==> src/design/ser_pkg.sv <==
// package for the status event register groups: register selects, widths, preset values
//Contract
//- each condition part mirrors the live hardware status and reading it changes nothing.
//- each event part keeps every bit caught since the last read, and a read returns it and then clears it.
//- a low-to-high condition change whose rising filter bit is one sets the event bit.
//- a high-to-low condition change whose falling filter bit is one sets the event bit.
//- the group summary is high whenever any event bit is set together with its mask bit.
//- a rising edge of a group summary is passed upward as a one-cycle positive transition pulse.
//- every register part is 15 bits wide and accepts or returns 0 to 32767.
//- a preset loads every rising filter with all ones.
//- a preset clears every falling filter.
//- a preset clears both enable masks.
//- the general instrument reset command leaves every status register part unchanged.
`default_nettype none
package ser_pkg;
    localparam int SER_WIDTH = 15;
    localparam logic [SER_WIDTH-1:0] SER_ALL_ONES = 15'h7FFF;
    localparam logic [SER_WIDTH-1:0] SER_ZERO = 15'h0000;
    // values after reset
    localparam logic [SER_WIDTH-1:0] SER_RISE_RESET = 15'h7FFF;
    localparam logic [SER_WIDTH-1:0] SER_FALL_RESET = 15'h0000;
    localparam logic [SER_WIDTH-1:0] SER_MASK_RESET = 15'h0000;
    localparam logic [SER_WIDTH-1:0] SER_LATCH_RESET = 15'h0000;

    // register part select on the access port
    typedef enum logic [3:0] {
        SER_OP_COND = 4'h0,
        SER_OP_MASK = 4'h1,
        SER_OP_LATCH = 4'h2,
        SER_OP_FALL = 4'h3,
        SER_OP_RISE = 4'h4,
        SER_QU_COND = 4'h8,
        SER_QU_MASK = 4'h9,
        SER_QU_LATCH = 4'hA,
        SER_QU_FALL = 4'hB,
        SER_QU_RISE = 4'hC
    } ser_sel_type;

    // one access request from the command side
    typedef struct packed {
        logic rd;
        logic wr;
        ser_sel_type sel;
        logic [SER_WIDTH-1:0] wdata;
    } ser_req_type;

    // one group's register state
    typedef struct packed {
        logic [SER_WIDTH-1:0] rise;
        logic [SER_WIDTH-1:0] fall;
        logic [SER_WIDTH-1:0] mask;
        logic [SER_WIDTH-1:0] latch;
    } ser_group_type;
endpackage
`default_nettype wire

==> src/design/ser_status_groups.sv <==
// operation and questionable status groups with transition filters, latches and summaries
`default_nettype none
module ser_status_groups
    import ser_pkg::*;
(
    // clock and reset
    input wire logic mclk,
    input wire logic sys_rst,
    // live hardware status, from outside this clock domain
    input wire logic [SER_WIDTH-1:0] opCondIn,
    input wire logic [SER_WIDTH-1:0] quCondIn,
    // register access and preset command
    input wire ser_req_type req,
    input wire logic presetReq,
    output logic [SER_WIDTH-1:0] rdData,
    output logic rdValid,
    // summaries toward the status byte
    output logic opSummary,
    output logic quSummary,
    output logic opSummaryRise,
    output logic quSummaryRise
);
    logic [SER_WIDTH-1:0] opSync1_reg, opSync2_reg, quSync1_reg, quSync2_reg;
    logic [SER_WIDTH-1:0] opPrev_reg, quPrev_reg;
    ser_group_type op_reg, qu_reg;
    logic [SER_WIDTH-1:0] opHit, quHit;

    // edge filter, shared by both groups
    function automatic logic [SER_WIDTH-1:0] edgeHits(input logic [SER_WIDTH-1:0] now,
        input logic [SER_WIDTH-1:0] prev, input ser_group_type g);
        edgeHits = (now & ~prev & g.rise) | (~now & prev & g.fall);
    endfunction

    // next latch value: read clears, but a fresh edge wins over the clear
    function automatic logic [SER_WIDTH-1:0] latchNext(input logic [SER_WIDTH-1:0] cur,
        input logic [SER_WIDTH-1:0] hit, input logic clr);
        latchNext = (clr ? SER_ZERO : cur) | hit;
    endfunction

    // two-stage synchronisers; second stage is the visible condition part
    always_ff @(posedge mclk)
    begin
        opSync1_reg <= opCondIn;
        opSync2_reg <= opSync1_reg;
        quSync1_reg <= quCondIn;
        quSync2_reg <= quSync1_reg;
    end

    // previous condition for edge detection; reset loads zero so a bit high at start counts
    always_ff @(posedge mclk)
    begin
        if (sys_rst)
        begin
            opPrev_reg <= SER_ZERO;
            quPrev_reg <= SER_ZERO;
        end
        else
        begin
            opPrev_reg <= opSync2_reg;
            quPrev_reg <= quSync2_reg;
        end
    end

    assign opHit = edgeHits(opSync2_reg, opPrev_reg, op_reg);
    assign quHit = edgeHits(quSync2_reg, quPrev_reg, qu_reg);

    // operation group state; only the power-on reset touches it, no command reset here
    always_ff @(posedge mclk)
    begin
        if (sys_rst)
            op_reg <= '{SER_RISE_RESET, SER_FALL_RESET, SER_MASK_RESET, SER_LATCH_RESET};
        else
        begin
            op_reg.latch <= latchNext(op_reg.latch, opHit, req.rd && req.sel == SER_OP_LATCH);
            if (presetReq)
            begin
                op_reg.rise <= SER_ALL_ONES;
                op_reg.fall <= SER_ZERO;
                op_reg.mask <= SER_ZERO;
            end
            else if (req.wr)
            begin
                if (req.sel == SER_OP_RISE)
                    op_reg.rise <= req.wdata;
                if (req.sel == SER_OP_FALL)
                    op_reg.fall <= req.wdata;
                if (req.sel == SER_OP_MASK)
                    op_reg.mask <= req.wdata;
            end
        end
    end

    // questionable group state, same structure
    always_ff @(posedge mclk)
    begin
        if (sys_rst)
            qu_reg <= '{SER_RISE_RESET, SER_FALL_RESET, SER_MASK_RESET, SER_LATCH_RESET};
        else
        begin
            qu_reg.latch <= latchNext(qu_reg.latch, quHit, req.rd && req.sel == SER_QU_LATCH);
            if (presetReq)
            begin
                qu_reg.rise <= SER_ALL_ONES;
                qu_reg.fall <= SER_ZERO;
                qu_reg.mask <= SER_ZERO;
            end
            else if (req.wr)
            begin
                if (req.sel == SER_QU_RISE)
                    qu_reg.rise <= req.wdata;
                if (req.sel == SER_QU_FALL)
                    qu_reg.fall <= req.wdata;
                if (req.sel == SER_QU_MASK)
                    qu_reg.mask <= req.wdata;
            end
        end
    end

    // read data returns the value before any clear of the same cycle
    always_ff @(posedge mclk)
    begin
        if (sys_rst)
        begin
            rdData <= SER_ZERO;
            rdValid <= 1'b0;
        end
        else
        begin
            rdValid <= req.rd;
            if (req.rd)
            begin
                case (req.sel)
                    SER_OP_COND: rdData <= opSync2_reg;
                    SER_OP_MASK: rdData <= op_reg.mask;
                    SER_OP_LATCH: rdData <= op_reg.latch;
                    SER_OP_FALL: rdData <= op_reg.fall;
                    SER_OP_RISE: rdData <= op_reg.rise;
                    SER_QU_COND: rdData <= quSync2_reg;
                    SER_QU_MASK: rdData <= qu_reg.mask;
                    SER_QU_LATCH: rdData <= qu_reg.latch;
                    SER_QU_FALL: rdData <= qu_reg.fall;
                    SER_QU_RISE: rdData <= qu_reg.rise;
                    default: rdData <= SER_ZERO; // unmapped selects read zero
                endcase
            end
        end
    end

    // summaries registered so outputs come from flops; one cycle behind the latch
    always_ff @(posedge mclk)
    begin
        if (sys_rst)
        begin
            opSummary <= 1'b0;
            quSummary <= 1'b0;
            opSummaryRise <= 1'b0;
            quSummaryRise <= 1'b0;
        end
        else
        begin
            opSummary <= |(op_reg.latch & op_reg.mask);
            quSummary <= |(qu_reg.latch & qu_reg.mask);
            opSummaryRise <= |(op_reg.latch & op_reg.mask) & ~opSummary;
            quSummaryRise <= |(qu_reg.latch & qu_reg.mask) & ~quSummary;
        end
    end

    // summary levels and their rise pulses, both groups
    a_summary_tracks: assert property (@(posedge mclk) disable iff (sys_rst)
        opSummary == |($past(op_reg.latch) & $past(op_reg.mask)))
        else $error("operation summary does not follow masked latch");
    a_qu_summary_tracks: assert property (@(posedge mclk) disable iff (sys_rst)
        quSummary == |($past(qu_reg.latch) & $past(qu_reg.mask)))
        else $error("questionable summary does not follow masked latch");
    a_summary_pulse: assert property (@(posedge mclk) disable iff (sys_rst)
        $rose(quSummary) |-> quSummaryRise)
        else $error("questionable summary rise not reported");
    a_op_summary_pulse: assert property (@(posedge mclk) disable iff (sys_rst)
        $rose(opSummary) |-> opSummaryRise)
        else $error("operation summary rise not reported");
    // a pulse that stands two cycles would be counted twice upstream
    a_pulse_single: assert property (@(posedge mclk) disable iff (sys_rst)
        opSummaryRise |=> !opSummaryRise)
        else $error("summary rise pulse longer than one cycle");
    // edge filters, bit 0 of each group in each direction
    a_rise_sets_latch: assert property (@(posedge mclk) disable iff (sys_rst)
        (opSync2_reg[0] && !opPrev_reg[0] && op_reg.rise[0]) |=> op_reg.latch[0])
        else $error("rising edge lost");
    a_qu_rise_latch: assert property (@(posedge mclk) disable iff (sys_rst)
        (quSync2_reg[0] && !quPrev_reg[0] && qu_reg.rise[0]) |=> qu_reg.latch[0])
        else $error("questionable rising edge lost");
    a_fall_sets_latch: assert property (@(posedge mclk) disable iff (sys_rst)
        (!quSync2_reg[0] && quPrev_reg[0] && qu_reg.fall[0]) |=> qu_reg.latch[0])
        else $error("falling edge lost");
    a_op_fall_latch: assert property (@(posedge mclk) disable iff (sys_rst)
        (!opSync2_reg[0] && opPrev_reg[0] && op_reg.fall[0]) |=> op_reg.latch[0])
        else $error("operation falling edge lost");
    // read-clear; a hit in the read cycle must win over the clear
    a_read_clears: assert property (@(posedge mclk) disable iff (sys_rst)
        (req.rd && req.sel == SER_OP_LATCH && opHit == SER_ZERO) |=> op_reg.latch == SER_ZERO)
        else $error("event read did not clear");
    a_hit_survives_read: assert property (@(posedge mclk) disable iff (sys_rst)
        (req.rd && req.sel == SER_QU_LATCH) |=> ((qu_reg.latch & $past(quHit)) == $past(quHit)))
        else $error("edge lost on read clear");
    a_latch_sticky: assert property (@(posedge mclk) disable iff (sys_rst)
        (!(req.rd && req.sel == SER_OP_LATCH)) |=> ((op_reg.latch & $past(op_reg.latch))
        == $past(op_reg.latch)))
        else $error("event bit dropped without read");
    // preset reloads filters and masks in every group
    a_preset_values: assert property (@(posedge mclk) disable iff (sys_rst)
        presetReq |=> (op_reg.rise == SER_ALL_ONES && qu_reg.fall == SER_ZERO
        && op_reg.mask == SER_ZERO && qu_reg.mask == SER_ZERO))
        else $error("preset values wrong");
    a_preset_others: assert property (@(posedge mclk) disable iff (sys_rst)
        presetReq |=> (qu_reg.rise == SER_ALL_ONES && op_reg.fall == SER_ZERO))
        else $error("preset filter values wrong");
    // condition readback returns the synchronised level
    a_cond_readback: assert property (@(posedge mclk) disable iff (sys_rst)
        (req.rd && req.sel == SER_OP_COND) |=> rdValid && rdData == $past(opSync2_reg))
        else $error("condition readback wrong");
    a_qu_cond_readback: assert property (@(posedge mclk) disable iff (sys_rst)
        (req.rd && req.sel == SER_QU_COND) |=> rdValid && rdData == $past(quSync2_reg))
        else $error("questionable condition readback wrong");
endmodule
`default_nettype wire

==> config.mk <==
export PLATFORM = sky130hd
export DESIGN_NAME = ser_status_groups
export DESIGN_NICKNAME = d
export VERILOG_FILES = /design/src/design/ser_pkg.sv /design/src/design/ser_status_groups.sv
export SDC_FILE = /design/constraint.sdc
export NUM_CORES = 1
export LEC_CHECK = 0
export ABC_CLOCK_PERIOD_IN_PS = 1700
export BUFFER_PORTS_ARGS = -buffer_cell sky130_fd_sc_hd__clkbuf_2
export CORE_MARGIN = 2
export CORE_UTILIZATION = 45
export CTS_CLUSTER_DIAMETER = 30
export DETAILED_ROUTE_END_ITERATION = 8
export SETUP_SLACK_MARGIN = 0.4
export SLEW_MARGIN = 20
export SYNTH_ARGS = -nofsm -noshare
export SYNTH_HDL_FRONTEND = slang
export SYNTH_SLANG_ARGS = --single-unit
export TNS_END_PERCENT = 5
==> constraint.sdc <==
create_clock -name mclk -period 1.7 [get_ports mclk]
set_clock_uncertainty 0.05 [all_clocks]
set_input_delay 0.17 -clock mclk [delete_from_list [all_inputs] [get_ports mclk]]
set_output_delay 0.17 -clock mclk [all_outputs]
set_load 0.01 [all_outputs]
==> insert_results.sql <==
INSERT INTO impl_metrics (metric_group, metric, value, unit) VALUES
('outcome', 'status', 'finished, final reports clean', ''),
('critical_path', 'cp_max_fo', '4', ''),
('yosys', 'ys_warn_count', '0', ''),
('yosys', 'yosysTopAreaCellShare', '0.5286', ''),
('pwr', 'post_layout_total_power', '0.01674', 'W'),
('yosys', 'synth_simple_gate_area_share', '0.1961', ''),
('sta', 'max_slew_margin', '0.6830', ''),
('sta', 'tightest_slew', '0.4755', 'ns'),
('clock_tree', 'cts.reportedPaths.clkPinSlew', '0.05', 'ns'),
('die', 'placement_rows', '50', ''),
('critical_path', 'regToRegSetupSlack', '0.31', 'ns'),
('pwr', 'power_per_cell_area', '1401', 'nW/um2'),
('yosys', 'synth_compound_area_frac', '0.1225', ''),
('sta', 'final.setup.tns', '0', 'ns'),
('hold_path', 'hold_path.class', 'in -> reg', ''),
('sta', 'report.final.slew_viol_count', '0', ''),
('yosys', 'netlist-cell-type-count', '55', ''),
('yosys', 'postSynth.asyncResetShare', '0', ''),
('detailed_routing', 'num_vias', '7455', ''),
('grt', 'antenna_violations_before_repair', '0', ''),
('grt', 'pin_count_of_the_biggest_net_entering_global_routing', '61', ''),
('critical_path', 'worst_r2r_path_depth', '3', ''),
('pwr', 'max-vdd-ir-drop', '0.9775', 'mV'),
('clock_tree', 'cts_tree', 'yes', ''),
('detailed_routing', 'drtAntennaViolNets', '0', ''),
('layout', 'nets', '1120', ''),
('die', 'core_area', '18830', 'um2'),
('detailed_routing', 'routed_wirelength', '27.04', 'mm'),
('placement', 'post-dp-hpwl', '18.65', 'mm'),
('clock_tree', 'clk-insertion-delay-late', '0.53', 'ns'),
('yosys', 'synth_xor_area_frac', '0', ''),
('critical_path', 'path_class', 'reg -> reg', ''),
('detailed_routing', 'drt_iter0_markers', '569', ''),
('sta', 'final_min_period_over_clock_period', '0.8152', ''),
('yosys', 'seq_area_frac_synth', '0.5286', ''),
('sta', 'max_clock_freq', '721.6', 'MHz'),
('critical_path', 'reg2reg_to', 'rdData[10]', ''),
('critical_path', 'cp_data_required_time', '2.06', 'ns'),
('yosys', 'postSynthNetCount', '960', ''),
('critical_path', 'crit_start_category', 'register', ''),
('sta', 'final-hold-violation-count', '0', ''),
('detailed_routing', 'post_drt_via_cell_ratio', '5.462', ''),
('grt', 'grt_pass1_vias', '7076', ''),
('clock_tree', 'ctsLongestPathBuffers', '3', ''),
('flow_run', 'max_cap_viol_count', '0', ''),
('die', 'effective_utilization_at_floorplan', '0.4626', ''),
('grt', 'grt_use_total', '0.2656', ''),
('hold_path', 'min_delay_worst_endpoint', 'opPrev_reg[3]', ''),
('die', 'chipWidth', '143.1', 'um'),
('layout', 'final_layout_size_suffix_gt1_frac', '0.2145', ''),
('yosys', 'avgSynthCellArea', '9.615', 'um2'),
('yosys', 'synth_top_cells_by_area', 'sky130_fd_sc_hd__dfxtp_1 53%, sky130_fd_sc_hd__mux2i_1 9.4%, sky130_fd_sc_hd__nand2_1 5.3%', ''),
('critical_path', 'launch_instance_of_the_worst_register_to_register_path', 'opSync2_reg[10]', ''),
('clock_tree', 'cts.sink_count', '230', ''),
('yosys', 'cell_area_synth', '8711', 'um2'),
('sta', 'setup_violations', '0', ''),
('layout', 'area_growth_syn_to_layout', '37.17', '%'),
('critical_path', 'critPathArrivalTime', '1.75', 'ns'),
('clock_tree', 'post_cts_setup_buffers', '0', ''),
('yosys', 'yosys-mux-area-fraction', '0.1201', ''),
('hold_path', 'hp-start', 'sys_rst', ''),
('yosys', 'synth.most_common_cell', 'sky130_fd_sc_hd__dfxtp_1', ''),
('detailed_routing', 'drt_first_pass_iters', '5', ''),
('die', 'ios', '74', ''),
('yosys', 'syn-instance-count', '906', ''),
('layout', 'insertedDiodeCount', '0', ''),
('die', 'die_area', '20490', 'um2'),
('sta', 'finalWorstPathRequiredPeriod', '1.386', 'ns'),
('yosys', 'number_of_enable_flip_flop_cells_after_synthesis', '0', ''),
('yosys', 'synth-main-ff-cell', 'sky130_fd_sc_hd__dfxtp_1', ''),
('yosys', 'synth_top_family_by_area', 'simple AND/OR/NAND/NOR gates', '');
[worst max-delay path by stage]
stage	start	end	slack, ns	depth (start not counted)
2_1_floorplan	req[15]	rdData[10]	0.38	6
3_3_place_gp	req[15]	rdData[2]	0.09	7
3_5_place_dp	req[16]	rdData[11]	0.05	6
4_1_cts	qu_reg[17]	quSummaryRise	0.30	4
5_1_grt	qu_reg[2]	quSummary	0.24	4
6_report	opSync2_reg[10]	rdData[10]	0.31	3
[timing repair]
item,CTS,global route
setup endpoints to repair,15,25
hold endpoints to repair,111,0
cloned,0,0
pin swaps,2,1
hold buffers,46,0
resized for setup,4,3
[routing by layer]
metal | vias to the layer above | track usage | routed length (um)
li1 | 3537 | - | -
met1 | 3589 | 0.3351 | 11580
met2 | 267 | 0.4440 | 12960
met3 | 62 | 0.06036 | 1697
met4 | 0 | 0.09849 | 797
met5 | - | 0 | 0
[critical path, cell delays in order (launching register included)]
cell and delay [ns]:
sky130_fd_sc_hd__dfxtp_1 0.35, sky130_fd_sc_hd__mux4_2 0.49, sky130_fd_sc_hd__a222oi_1 0.27, sky130_fd_sc_hd__o21ai_1 0.11
[cell type report]
| type | count | area (um2) |
|---|---|---|
| timing repair buffer | 166 | 1329 |
| fill | 1548 | 6882 |
| inverter | 3 | 11.26 |
| multi-input combinational | 617 | 3908 |
| sequential | 230 | 4604 |
| clock buffer | 57 | 1318 |
| tap | 260 | 325.3 |
| clock inverter | 32 | 454.2 |
[cells by family after synthesis]
| kind of cell | after synthesis |
|---|---|
| multiplexers | 96 |
| AO/OA/AOI/OAI | 172 |
| flip-flops | 230 |
| buffers and inverters | 59 |
| AND/OR/NAND/NOR | 349 |
[stage by stage]
stage / hold slack [ns] / util / worst slack [ns] / instances / instance area, um2
2_1_floorplan: 0.1477 / - / 0.3846 / 906 / 8838
3_3_place_gp: 0.2221 / 0.5144 / 0.08520 / 1230 / 9686
3_5_place_dp: 0.2239 / 0.5144 / 0.05448 / 1230 / 9686
4_1_cts: 0.003597 / 0.6339 / 0.3036 / 1365 / 11940
5_1_grt: 0.01877 / 0.6346 / 0.2414 / 1365 / 11950
6_report: 0.01857 / 0.6346 / 0.3141 / 1365 / 11950
[cell usage in the layout, fill, tap and decap left out, drive strengths merged, types with 5 or more instances in the layout]
cell and instances:
mux2i 82, a211oi 7, o22ai 9, a221oi 5, nor3 7, mux2 8, dlygate4sd3 46, o221ai 5
clkinvlp 5, clkinv 9, a21oi 50, bufinv 9, nand3b 32, nand3 41, nor2 89, or3b 6
mux4 6, buf 47, a22oi 17, inv 12, nand2 122, dfxtp 230, clkbuf 130, nor2b 34
o21ai 54
[power breakdown]
part | internal, W | switching [W] | leakage (nW)
combinational | 0.000425 | 0.000492 | 2.36
sequential | 0.00561 | 0.000166 | 1.90
clock | 0.00695 | 0.00310 | 0.856
Power figures use the tool's default switching activity.
